`src/common/sfm_pkg.sv`:
```
// sfm_pkg: constants and carriers for the register map and operand address former
package sfm_pkg;

  localparam int unsigned DW = 8;
  localparam int unsigned AW = 8;
  localparam int unsigned PW = 16;

  // lower data memory and banks
  localparam logic [7:0] RAM_LAST      = 8'h7f;
  localparam logic [7:0] REG_SPACE_LO  = 8'h80;
  localparam int unsigned RAM_WORDS    = 128;
  localparam int unsigned BANK_REGS    = 8;
  localparam int unsigned BANK_COUNT   = 4;
  localparam int unsigned PSW_BANK_LO  = 3;
  localparam int unsigned PSW_BANK_HI  = 4;

  // register offsets
  localparam logic [7:0] A_PORT0   = 8'h80;
  localparam logic [7:0] A_SP      = 8'h81;
  localparam logic [7:0] A_DPL     = 8'h82;
  localparam logic [7:0] A_DPH     = 8'h83;
  localparam logic [7:0] A_PWRC    = 8'h87;
  localparam logic [7:0] A_TCTL    = 8'h88;
  localparam logic [7:0] A_TMODE   = 8'h89;
  localparam logic [7:0] A_T0L     = 8'h8a;
  localparam logic [7:0] A_T1L     = 8'h8b;
  localparam logic [7:0] A_T0H     = 8'h8c;
  localparam logic [7:0] A_T1H     = 8'h8d;
  localparam logic [7:0] A_PORT1   = 8'h90;
  localparam logic [7:0] A_XFLAG   = 8'h91;
  localparam logic [7:0] A_SCTL    = 8'h98;
  localparam logic [7:0] A_SBUFR   = 8'h99;
  localparam logic [7:0] A_PORT2   = 8'ha0;
  localparam logic [7:0] A_IEN     = 8'ha8;
  localparam logic [7:0] A_IPRI    = 8'hb8;
  localparam logic [7:0] A_ROSC    = 8'hbe;
  localparam logic [7:0] A_PMGT    = 8'hc4;
  localparam logic [7:0] A_XSTAT   = 8'hc5;
  localparam logic [7:0] A_PSWORD  = 8'hd0;
  localparam logic [7:0] A_P0KIND  = 8'hd4;
  localparam logic [7:0] A_P1KIND  = 8'hd5;
  localparam logic [7:0] A_P2KIND  = 8'hd6;
  localparam logic [7:0] A_WDCTL   = 8'hd8;
  localparam logic [7:0] A_PWCTL   = 8'hdc;
  localparam logic [7:0] A_PWDUTY  = 8'hde;
  localparam logic [7:0] A_MAINREG = 8'he0;
  localparam logic [7:0] A_CENH    = 8'he1;
  localparam logic [7:0] A_CENL    = 8'he2;
  localparam logic [7:0] A_ALTF    = 8'he3;
  localparam logic [7:0] A_P0PU    = 8'he4;
  localparam logic [7:0] A_P1PU    = 8'he5;
  localparam logic [7:0] A_P2PU    = 8'he6;
  localparam logic [7:0] A_XIEN    = 8'he8;
  localparam logic [7:0] A_CRESH   = 8'hee;
  localparam logic [7:0] A_CCTL    = 8'hef;
  localparam logic [7:0] A_MULOP   = 8'hf0;
  localparam logic [7:0] A_P0DIR   = 8'hf4;
  localparam logic [7:0] A_P1DIR   = 8'hf5;
  localparam logic [7:0] A_P2DIR   = 8'hf6;
  localparam logic [7:0] A_XIPRI   = 8'hf8;
  localparam int unsigned REG_COUNT = 43;

  // undefined bits reset to zero
  localparam logic [7:0] RST_FF  = 8'hff;
  localparam logic [7:0] RST_00  = 8'h00;
  localparam logic [7:0] RST_SP  = 8'h07;
  localparam logic [7:0] RST_PWR = 8'h10;
  localparam logic [7:0] RST_P1  = 8'h07;
  localparam logic [7:0] RST_XF  = 8'h05;
  localparam logic [7:0] RST_P2  = 8'h7f;
  localparam logic [7:0] RST_IP  = 8'h80;
  localparam logic [7:0] RST_OSC = 8'h04;
  localparam logic [7:0] RST_WD  = 8'hd0;
  localparam logic [7:0] RST_CC  = 8'h20;
  localparam logic [7:0] RST_P1U = 8'h03;
  // value returned for an unmapped register address
  localparam logic [7:0] UNMAPPED_READ = 8'hff;

  typedef enum logic [2:0] {
    SFM_MODE_IMM  = 3'b000,
    SFM_MODE_DIR  = 3'b001,
    SFM_MODE_IND  = 3'b010,
    SFM_MODE_IDX  = 3'b011,
    SFM_MODE_REG  = 3'b100,
    SFM_MODE_JMP  = 3'b101
  } sfm_mode_t;

  typedef enum logic [1:0] {
    SFM_OP_READ  = 2'b00,
    SFM_OP_WRITE = 2'b01,
    SFM_OP_BSET  = 2'b10,
    SFM_OP_BCLR  = 2'b11
  } sfm_op_t;

  // one operand request from the execution logic
  typedef struct packed {
    logic       valid;
    sfm_mode_t  mode;
    sfm_op_t    op;
    logic       bit_acc;
    logic [2:0] bit_sel;
    logic [7:0] field;
    logic [7:0] wdata;
    logic       pc_base;
  } sfm_req_t;

  // one answer to the execution logic
  typedef struct packed {
    logic        valid;
    logic [7:0]  rdata;
    logic        bit_val;
    logic        pm_rd;
    logic [15:0] pm_addr;
    logic        pc_load;
    logic [15:0] pc_val;
    logic        refused;
  } sfm_rsp_t;

endpackage : sfm_pkg

```
`src/rtl/sfm_core.sv`:
```
// sfm_core: peripheral register space and operand address formation
//
// Behaviour
// peripheral registers live at direct addresses 80h..ffh and only direct mode reaches them.
// registers at addresses ending in 0 or 8 also take single-bit set, clear and test.
// software must not write undefined bits, since that may upset the device.
// immediate mode takes the constant from the instruction bytes and loads the destination.
// direct mode takes the operand location from an 8-bit address field in the instruction.
// direct addresses below 80h select the lower 128 bytes of data memory.
// indirect mode uses pointer zero or one of the active bank as a lower memory address.
// indexed mode reads program memory only and never writes or touches data memory.
// indexed reads add the main working register to a 16-bit data pointer or program counter base.
// the indexed jump loads the program counter with data pointer plus main working register.
// register mode decodes a 3-bit opcode field to one of eight working registers.
// the active bank comes from the two bank select bits of the program status word.
// four banks of eight registers fill the lowest 32 bytes of data memory.
// lower data memory spans 00h..7fh with the register space directly above it.
// unmapped register addresses read a fixed harmless value and ignore writes.
`timescale 1ns/1ns
module sfm_core
  import sfm_pkg::*;
#(
  parameter int unsigned RAM_DEPTH = 128
) (
  input  wire logic              mclk,
  input  wire logic              rstn,
  input  wire sfm_pkg::sfm_req_t req,
  input  wire logic [15:0]       pc_now,
  output sfm_pkg::sfm_rsp_t      rsp,
  output logic [7:0]             main_reg_q,
  output logic [15:0]            data_ptr_q,
  output logic [1:0]             bank_q
);

  // ****************************************************************
  // state
  // ****************************************************************
  typedef enum logic [1:0] {
    SFM_ST_IDLE = 2'b00,
    SFM_ST_PTR  = 2'b01,
    SFM_ST_RAM  = 2'b10
  } sfm_state_t;

  typedef struct packed {
    sfm_state_t              st;
    sfm_req_t                hold;
    logic [7:0]              ram_addr;
    logic [REG_COUNT*8-1:0]  regs;
    sfm_rsp_t                rsp;
  } sfm_core_t;

  // implemented register addresses, one entry per register slot
  localparam logic [7:0] ADDR_TAB [REG_COUNT] = '{
    A_PORT0,
    A_SP,
    A_DPL,
    A_DPH,
    A_PWRC,
    A_TCTL,
    A_TMODE,
    A_T0L,
    A_T1L,
    A_T0H,
    A_T1H,
    A_PORT1,
    A_XFLAG,
    A_SCTL,
    A_SBUFR,
    A_PORT2,
    A_IEN,
    A_IPRI,
    A_ROSC,
    A_PMGT,
    A_XSTAT,
    A_PSWORD,
    A_P0KIND,
    A_P1KIND,
    A_P2KIND,
    A_WDCTL,
    A_PWCTL,
    A_PWDUTY,
    A_MAINREG,
    A_CENH,
    A_CENL,
    A_ALTF,
    A_P0PU,
    A_P1PU,
    A_P2PU,
    A_XIEN,
    A_CRESH,
    A_CCTL,
    A_MULOP,
    A_P0DIR,
    A_P1DIR,
    A_P2DIR,
    A_XIPRI
  };
  // reset values in the same slot order, undefined bits held at zero
  localparam logic [7:0] RST_TAB [REG_COUNT] = '{
    RST_FF,
    RST_SP,
    RST_00,
    RST_00,
    RST_PWR,
    RST_00,
    RST_00,
    RST_00,
    RST_00,
    RST_00,
    RST_00,
    RST_P1,
    RST_XF,
    RST_00,
    RST_00,
    RST_P2,
    RST_00,
    RST_IP,
    RST_OSC,
    RST_00,
    RST_00,
    RST_00,
    RST_FF,
    RST_P1,
    RST_P2,
    RST_WD,
    RST_00,
    RST_00,
    RST_00,
    RST_FF,
    RST_FF,
    RST_00,
    RST_00,
    RST_P1U,
    RST_00,
    RST_00,
    RST_00,
    RST_CC,
    RST_00,
    RST_FF,
    RST_P1,
    RST_P2,
    RST_00
  };
  localparam int unsigned IX_DPL  = 2;
  localparam int unsigned IX_DPH  = 3;
  localparam int unsigned IX_PSW  = 21;
  localparam int unsigned IX_MAIN = 28;

  initial begin
    if (RAM_DEPTH != RAM_WORDS) $error("sfm_core: RAM_DEPTH must be 128");
  end

  function automatic logic [REG_COUNT*8-1:0] reset_image();
    logic [REG_COUNT*8-1:0] v;
    v = '0;
    for (int i = 0; i < REG_COUNT; i++) begin
      v[i*8 +: 8] = RST_TAB[i];
    end
    return v;
  endfunction : reset_image

  // image folded into a constant so the reset branch loads constants only
  localparam logic [REG_COUNT*8-1:0] RST_IMAGE = reset_image();

  sfm_core_t  cur_ff;
  sfm_core_t  nxt_cur;
  logic       ram_we;
  logic [7:0] ram_wdata;
  logic [6:0] ram_raddr;
  logic [7:0] ram_rdata;

  // ****************************************************************
  // register hit decode, one comparator per register
  // ****************************************************************
  logic [REG_COUNT-1:0] hit;
  genvar g;
  generate
    for (g = 0; g < REG_COUNT; g++) begin : g_hit
      assign hit[g] = (req.field == ADDR_TAB[g]);
    end
  endgenerate

  // ****************************************************************
  // next state
  // ****************************************************************
  logic [7:0]  rd_sel;
  logic        mapped;
  logic [7:0]  wr_val;
  logic [1:0]  bank;
  logic [15:0] base;
  logic        is_reg_space;
  logic        bit_ok;

  always_comb begin
    nxt_cur   = cur_ff;
    ram_we    = 1'b0;
    ram_wdata = 8'h00;
    ram_raddr = 7'h00;
    rd_sel    = UNMAPPED_READ;
    mapped    = 1'b0;
    wr_val    = 8'h00;
    bank      = cur_ff.regs[IX_PSW*8+PSW_BANK_LO +: 2];
    base      = req.pc_base ? pc_now
                : {cur_ff.regs[IX_DPH*8 +: 8], cur_ff.regs[IX_DPL*8 +: 8]};
    is_reg_space = req.field >= REG_SPACE_LO;
    bit_ok    = (req.field[2:0] == 3'h0);
    nxt_cur.rsp = '0;

    for (int i = 0; i < REG_COUNT; i++) begin
      if (hit[i]) begin
        rd_sel = cur_ff.regs[i*8 +: 8];
        mapped = 1'b1;
      end
    end

    case (cur_ff.st)
      SFM_ST_IDLE: begin
        if (req.valid) begin
          nxt_cur.hold = req;
          case (req.mode)
            SFM_MODE_IMM: begin
              // constant comes straight from instruction bytes
              nxt_cur.rsp.valid = 1'b1;
              nxt_cur.rsp.rdata = req.wdata;
            end
            SFM_MODE_DIR: begin
              if (is_reg_space) begin
                nxt_cur.rsp.valid = 1'b1;
                if (req.bit_acc && !bit_ok) begin
                  nxt_cur.rsp.refused = 1'b1;
                end else if (!mapped) begin
                  nxt_cur.rsp.rdata = UNMAPPED_READ;
                end else begin
                  case (req.op)
                    SFM_OP_WRITE: wr_val = req.wdata;
                    SFM_OP_BSET:  wr_val = rd_sel | (8'h01 << req.bit_sel);
                    SFM_OP_BCLR:  wr_val = rd_sel & ~(8'h01 << req.bit_sel);
                    default:      wr_val = rd_sel;
                  endcase
                  nxt_cur.rsp.rdata   = rd_sel;
                  nxt_cur.rsp.bit_val = rd_sel[req.bit_sel];
                  // undefined bits are stored as written; software keeps off them
                  for (int i = 0; i < REG_COUNT; i++) begin
                    if (hit[i] && req.op != SFM_OP_READ) begin
                      nxt_cur.regs[i*8 +: 8] = wr_val;
                    end
                  end
                end
              end else begin
                nxt_cur.ram_addr = req.field;
                ram_raddr        = req.field[6:0];
                nxt_cur.st       = SFM_ST_RAM;
              end
            end
            SFM_MODE_IND: begin
              // pointer zero or one of the active bank, read first
              nxt_cur.ram_addr = {3'h0, bank, 2'h0, req.field[0]};
              ram_raddr        = {2'h0, bank, 2'h0, req.field[0]};
              nxt_cur.st       = SFM_ST_PTR;
            end
            SFM_MODE_REG: begin
              // 3-bit field selects a working register in the bank
              nxt_cur.ram_addr = {3'h0, bank, req.field[2:0]};
              ram_raddr        = {2'h0, bank, req.field[2:0]};
              nxt_cur.st       = SFM_ST_RAM;
            end
            SFM_MODE_IDX: begin
              // program memory read only, no write path at all
              nxt_cur.rsp.valid   = 1'b1;
              nxt_cur.rsp.pm_rd   = 1'b1;
              nxt_cur.rsp.pm_addr = base + {8'h00, cur_ff.regs[IX_MAIN*8 +: 8]};
              nxt_cur.rsp.refused = (req.op != SFM_OP_READ);
            end
            SFM_MODE_JMP: begin
              nxt_cur.rsp.valid   = 1'b1;
              nxt_cur.rsp.pc_load = 1'b1;
              nxt_cur.rsp.pc_val  = {cur_ff.regs[IX_DPH*8 +: 8], cur_ff.regs[IX_DPL*8 +: 8]}
                                    + {8'h00, cur_ff.regs[IX_MAIN*8 +: 8]};
            end
            default: begin
              nxt_cur.rsp.valid   = 1'b1;
              nxt_cur.rsp.refused = 1'b1;
            end
          endcase
        end
      end
      SFM_ST_PTR: begin
        // pointer content must stay in lower memory
        nxt_cur.ram_addr = {1'b0, ram_rdata[6:0]};
        ram_raddr        = ram_rdata[6:0];
        if (ram_rdata > RAM_LAST) begin
          nxt_cur.rsp.valid   = 1'b1;
          nxt_cur.rsp.refused = 1'b1;
          nxt_cur.st          = SFM_ST_IDLE;
        end else begin
          nxt_cur.st = SFM_ST_RAM;
        end
      end
      SFM_ST_RAM: begin
        nxt_cur.rsp.valid   = 1'b1;
        nxt_cur.rsp.rdata   = ram_rdata;
        nxt_cur.rsp.bit_val = ram_rdata[cur_ff.hold.bit_sel];
        if (cur_ff.hold.op == SFM_OP_WRITE) begin
          ram_we    = 1'b1;
          ram_wdata = cur_ff.hold.wdata;
        end
        nxt_cur.st = SFM_ST_IDLE;
      end
      default: begin
        nxt_cur.st = SFM_ST_IDLE;
      end
    endcase
  end

  always_ff @(posedge mclk or negedge rstn) begin
    if (!rstn) begin
      cur_ff.st       <= SFM_ST_IDLE;
      cur_ff.hold     <= '0;
      cur_ff.ram_addr <= 8'h00;
      cur_ff.regs     <= RST_IMAGE;
      cur_ff.rsp      <= '0;
    end else begin
      cur_ff <= nxt_cur;
    end
  end

  // ****************************************************************
  // lower data memory
  // ****************************************************************
  sfm_ram #(
    .WORDS (RAM_WORDS),
    .AWID  (7)
  ) u_ram (
    .mclk  (mclk),
    .we    (ram_we),
    .waddr (cur_ff.ram_addr[6:0]),
    .wdata (ram_wdata),
    .raddr (ram_raddr),
    .rdata (ram_rdata)
  );

  assign rsp        = cur_ff.rsp;
  assign main_reg_q = cur_ff.regs[IX_MAIN*8 +: 8];
  assign data_ptr_q = {cur_ff.regs[IX_DPH*8 +: 8], cur_ff.regs[IX_DPL*8 +: 8]};
  assign bank_q     = cur_ff.regs[IX_PSW*8+PSW_BANK_LO +: 2];

endmodule : sfm_core

```
`src/rtl/sfm_ram.sv`:
```
// sfm_ram: lower internal data memory with registered read data
`timescale 1ns/1ns
module sfm_ram #(
  parameter int unsigned WORDS = 128,
  parameter int unsigned AWID  = 7
) (
  input  wire logic            mclk,
  input  wire logic            we,
  input  wire logic [AWID-1:0] waddr,
  input  wire logic [7:0]      wdata,
  input  wire logic [AWID-1:0] raddr,
  output logic      [7:0]      rdata
);

  logic [7:0] mem [WORDS];

  initial begin
    if (WORDS != (1 << AWID)) $error("sfm_ram: WORDS must equal 2**AWID");
  end

  always_ff @(posedge mclk) begin
    if (we) begin
      mem[waddr] <= wdata;
    end
    rdata <= mem[raddr];
  end

endmodule : sfm_ram

```
`config.mk`:
```
export PLATFORM = sky130hd
export DESIGN_NAME = sfm_core
export DESIGN_NICKNAME = d
export VERILOG_FILES = /design/src/common/sfm_pkg.sv /design/src/rtl/sfm_core.sv /design/src/rtl/sfm_ram.sv
export SDC_FILE = /design/constraint.sdc
export NUM_CORES = 2
export LEC_CHECK = 0
export BUFFER_PORTS_ARGS = -buffer_cell sky130_fd_sc_hd__clkbuf_2
export CORE_AREA = 2 2 341 343
export CTS_BUF_LIST = sky130_fd_sc_hd__clkbuf_8
export DETAILED_ROUTE_END_ITERATION = 12
export DIE_AREA = 0 0 343 345
export HOLD_SLACK_MARGIN = 0.08
export PLACE_DENSITY = 0.74
export SLEW_MARGIN = 20
export SYNTH_ARGS = -nofsm -noshare
export SYNTH_HDL_FRONTEND = slang
export SYNTH_SLANG_ARGS = --single-unit
```
`constraint.sdc`:
```
create_clock -name mclk -period 3.3 [get_ports mclk]
set_input_delay 0.495 -clock mclk [delete_from_list [all_inputs] [get_ports mclk]]
set_output_delay 0.495 -clock mclk [all_outputs]
set_load 0.05 [all_outputs]
```
Yosys cells after proc, flatten, opt, wreduce, memory -nomap -nowiden. Memories as Yosys holds them, arrays and structs flattened. A register that Yosys moved wholly into a read port is not among the register bits. Cells that the tools add are included.

Register bits: 425. Bits in writable memories: 1024. Input bits: 45. Output and inout bits: 71. Logic and storage cells: 401. Memories: 1.

Add/sub/neg operators: 2. Magnitude comparators: 4. Equal/unequal tests: 57. Shifts and indexed selects: 1. Mux-type cells: 173. Bitwise operators: 4. Reduce and logical (&&, ||, !) cells: 98.

Memory list: u_ram.mem (depth 128, bits a word 8, rd ports 1, clocked after Yosys merged registers in 1, wr ports 1, RTL line sfm_ram.sv:15) `logic [7:0] mem [WORDS];`.

Operators with widths (count): 344-bit two-way mux (3); 8-bit two-way mux (90); 426-bit two-way mux (1); 354-bit two-way mux (1); 8-bit == test (second input constant) (43); 7-bit AND reduction (43); 1-bit two-way mux (54); 8-bit case mux with 3 select lines (2); 1-bit logical AND (44); 17-bit two-way mux (2); 34-bit two-way mux (1); 16-bit by 8-bit adder with 16-bit output (2); 7-bit case mux with 2 select lines (2); 7-bit case mux with 3 select lines (1); 9-bit case mux with 2 select lines (1); 16-bit two-way mux (1); 8-bit case mux with 2 select lines (1); 7-bit two-way mux (2); 9-bit two-way mux (1); 8-bit AND (1); 8-bit >= comparator (second input constant) (1); 8-bit by 7-bit greater-than comparator with 1-bit output (second input constant) (1); 3-bit by 4-bit < comparator with 1-bit output (second input constant) (2); 8-bit inverter (1); other kinds (26) (38).

Logic depth before layout (Yosys ltp).
Depth in word-level cells: 53. Mapped depth: 16.

Cells and area by module. Synthesis repeated with hierarchy kept, for this count alone.

Cells, all modules: 4036. Area total of the unflattened synthesis: 61660.4 um2.

By module, submodules not included: sfm_ram (instances 1, cells each 1628, area each 39625.5 um2); sfm_core (instances 1, cells each 2408, area each 22034.9 um2).

Worst setup path before layout. OpenSTA, ideal clock, no wires.

Path type: input -> register. From: in req[0] (netlist name). To: reg rsp[30] (netlist name). Setup time: 132 ps. Arrival: 3517 ps. Required time: 3168 ps. Slack: -349 ps. Stages on the path: 14. Path buffers: 2. Cells stage by stage: clkbuf_1 > clkbuf_1 > mux2_2 > ha_1 > fa_1 > a21o_1 > a21oi_1 > o21bai_1 > a21oi_1 > o21ai_0 > a21oi_1 > nor3b_1 > xor2_1 > nor2_1.

RTL lines: start, declared (RTL line sfm_core.sv:27) `input wire sfm_pkg::sfm_req_t req,`.

Final worst setup path.
From: reg cur_ff[424] (netlist name). To: reg u_ram.rdata[1], read port of u_ram.mem.

Longest elaborated chain between the ends: 2. Elaborated cells between the ends (all ways): 3. Classes of those cells: eq/ne (1); mux (1); reduce/logical (1).

RTL lines: start, declared (RTL line sfm_core.sv:165) `sfm_core_t cur_ff;`; start signal, assigned (RTL line sfm_core.sv:323) `cur_ff <= nxt_cur;`; 2-bit by 1-bit == test with 1-bit output or 2-bit zero test (tied branches) (RTL line sfm_core.sv:216) `case (cur_ff.st)`; 7-bit case mux with 2 select lines * (RTL line sfm_core.sv:216); end, declared (RTL line sfm_ram.sv:12) `output logic [7:0] rdata`.

Every way passes the cells marked *; elsewhere a longest branch is shown, timed or not. A chain may end at the register's enable or synchronous reset.

==> flow_summary_export.csv <==
group,metric,value,unit
outcome,status,"finished, final reports clean",
worst_setup_path,crit_fanout,27,
sta,fmax,311.1,MHz
run,cap_violations,0,
detailed_routing,drt_iter0_markers,6084,
power_and_ir_drop,power_density,504.8,nW/µm²
sta,drv_slew,0,
global_routing,grt_pass1_wl,286700,µm
yosys,async_flop_share,28.48,%
worst_setup_path,r2r_end,"u_ram.rdata[1]",
global_routing,grt_pass1_vias,46800,
floorplan,die_width,343,µm
yosys,synth_ff_type,"edfxtp_1",
worst_setup_path,critPathKind,"flip-flop to flip-flop",
clock_tree,root_buffer,"clkbuf_8",
global_routing,grt_overflow_total,0,
clock_tree,clock-sinks,1443,
floorplan,ios,116,
clock_tree,clock_latency,1010,ps
floorplan,die_area,118300,µm²
final_layout,final_cells,7793,
worst_setup_path,crit_required,4220,ps
sta,slew_headroom,44.15,%
yosys,syn-cell-area,62720,µm²
yosys,synthCells,5400,
global_routing,antenna_found_initial,6,
yosys,synth_edf_count,1024,
yosys,ys_warn_count,0,
final_layout,nets,6148,
yosys,yosysSeqAreaShare,65.84,%
placement,placed_area,69700,µm²
detailed_routing,routed-via-count,48150,
placement,dpl.cell_count,7342,
global_routing,grt_max_degree,83,
placement,io_buffers,115,
floorplan,dieHeight,345,µm
placement,place_congestion,0.9837,
power_and_ir_drop,leakagePower,29.43,nW
detailed_routing,routedWlPerCell,24.93,µm
final_layout,fin_area,74960,µm²
clock_tree,numCtsBuffers,227,
worst_setup_path,crit_path_end_kind,"flip-flop",
clock_tree,htreeDepth,4,
clock_tree,path_clk_slew,60,ps
power_and_ir_drop,peakVddDrop,0.0004499,V
floorplan,start_util,54.49,%
sta,worstMarginPinSlew,831.3,ps
detailed_routing,drt_wl_total,194300,µm
final_layout,syn_to_final_growth,19.50,%
worst_setup_path,r2r-start,"cur_ff[424]",
detailed_routing,drc,0,
worst_setup_path,crit_arrival,4130,ps
yosys,synth_seq_cells,1443,
worst_setup_path,cp-start-kind,"flip-flop",
floorplan,core_area,115100,µm²
worst_setup_path,r2r_cells,13,
sta,fin_worst_skew,66.16,ps
final_layout,utilization,65.12,%
yosys,yosysUniqueCellTypes,112,
clock_tree,cts_tree,"yes",
global_routing,track_usage,32.22,%
clock_tree,cts.path.max_buffers,3,
floorplan,rows,125,
yosys,avgSynthCellArea,11.62,µm²
detailed_routing,antenna_left,0,
hold_path,hold_path_class,"input pin to asynchronous set/reset pin",
placement,dpl.hpwl,130100,µm
worst_setup_path,reg2reg_slack,90,ps
final_layout,drive_above_1_share,23.08,%
power_and_ir_drop,power.total,37.84,mW
sta,setup_viol,0,
yosys,synthesis.nets,5463,
sta,tns,0,ps
sta,finalCritPeriodShare,97.41,%
sta,hold_violations,0,
detailed_routing,vias_per_cell,6.179,
detailed_routing,drtPass1Iterations,6,
sta,layout_min_cycle_time,3215,ps
layer usage:
layer / global-route usage [%] / wire, µm / vias to the layer above
met3: 6.165 / 18400 / 665
met5: 0 / 49 / -
met2: 51.49 / 92070 / 2909
met1: 40.91 / 71300 / 23380
li1: - / - / 21200
met4: 19.27 / 12470 / 6
layout make-up:
cell class	count	area (µm²)
clock buffer	251	3455
antenna	7	17.52
fill	8543	40150
sequential	1443	41300
tap	1524	1907
clock inverter	155	1137
inverter	19	71.32
timing repair buffer	918	7863
multi-input combinational	3476	19210
state kept, by name, summed over array words and instances (netlist names):
register	cells
cur_ff	340
u_ram.rdata	8
u_ram.mem	1024
main_reg_q	8
bank_q	2
rsp	45
data_ptr_q	16
synthesized netlist by cell type, types with 16 or more instances:
master    number  area, µm²
nand3_1      245       1226
buf_4        110      825.8
dfstp_2       84       2207
nand2_1      937       3517
mux2_2        26      292.8
a22oi_1       32      240.2
o211ai_1      16      120.1
o21ai_0      135      675.7
nor4_1        37      231.5
inv_1         17      63.81
nor3_1        39      195.2
nor3_2        24      240.2
nor2_2        18      112.6
o22ai_1       95      594.3
buf_1         31      116.4
clkbuf_1     168      630.6
edfxtp_1    1024      30750
nor2_1       565       2121
nor2b_1       21      131.4
ha_1          16      200.2
buf_2        138      690.7
and2_1        22      137.6
nand2b_1      16      100.1
nand4_1       16      100.1
dfrtp_1      327       8183
mux2i_1       81      810.8
a32oi_1      163       1428
a221oi_1      22      192.7
a31oi_1       54      337.8
a21oi_1      575       2878
placed cells by master (no fill, tap or decap), drive strengths merged, types with 54 or more instances in the layout:
cell type and count:
clkinv 73, buf 773, nor2 584, clkbuf 365, edfxtp 1024, dfrtp 327
nor3 64, a32oi 164, nand3 245, inv 88, a31oi 54, o21ai 152
a21oi 577, nand2 937, o22ai 95, dfstp 84, mux2i 81
metrics by stage:
step           hold slack [ps]  setup WS [ps]
6_report                 138.0          85.35
5_1_grt                  153.6         -5.806
4_1_cts                  82.82          6.796
3_5_place_dp             460.8         -728.0
3_3_place_gp             449.2         -747.8
2_1_floorplan            199.4          10.04
critical path, cell delays in order (launching register included):
cell	delay [ps]
dfrtp_1	400
or3b_4	420
a2111oi_2	240
buf_4	190
nor2_4	50
buf_12	160
buf_4	210
buf_4	210
a32oi_1	280
o22ai_2	160
nor4_2	370
buf_4	210
a221oi_1	80
a21oi_1	130
where the power goes:
part | switching, mW | internal, mW
sequential | 0.112 | 19.4
clock | 7.43 | 7.94
combinational | 1.94 | 1.06
total | 9.48 | 28.4
how the worst max path moves through the flow:
| stage | startpoint | depth (start not counted) | endpoint | slack [ps] |
|---|---|---|---|---|
| 2_1_floorplan | req[0] | 14 | rsp[30] | 10 |
| 3_3_place_gp | req[16] | 14 | u_ram.rdata[7] | -750 |
| 4_1_cts | cur_ff[424] | 12 | u_ram.rdata[6] | 7 |
| 6_report | cur_ff[424] | 13 | u_ram.rdata[1] | 90 |
| 3_5_place_dp | req[16] | 14 | u_ram.rdata[7] | -730 |
| 5_1_grt | cur_ff[424] | 14 | u_ram.rdata[0] | -6 |
what timing repair did:
item / 4_1_cts / 5_1_grt
setup endpoints to repair: 8 / 9
hold buffers: 31 / 0
buffers inserted: 2 / 3
cloned: 1 / 2
hold endpoints to repair: 286 / 0
gates resized for setup: 16 / 24
pin swaps: 2 / 6
cell families after synthesis:
group | share of synthesized area, %
muxes | 2.100
AOI/OAI and AO/OA | 12.94
buffers and inverters | 3.992
xor gates and xnor gates | 0.4189
DFF | 65.84
adders and majority gates | 0.3830
and+or+nand+nor | 14.33
(Power assumes the default switching activity.)
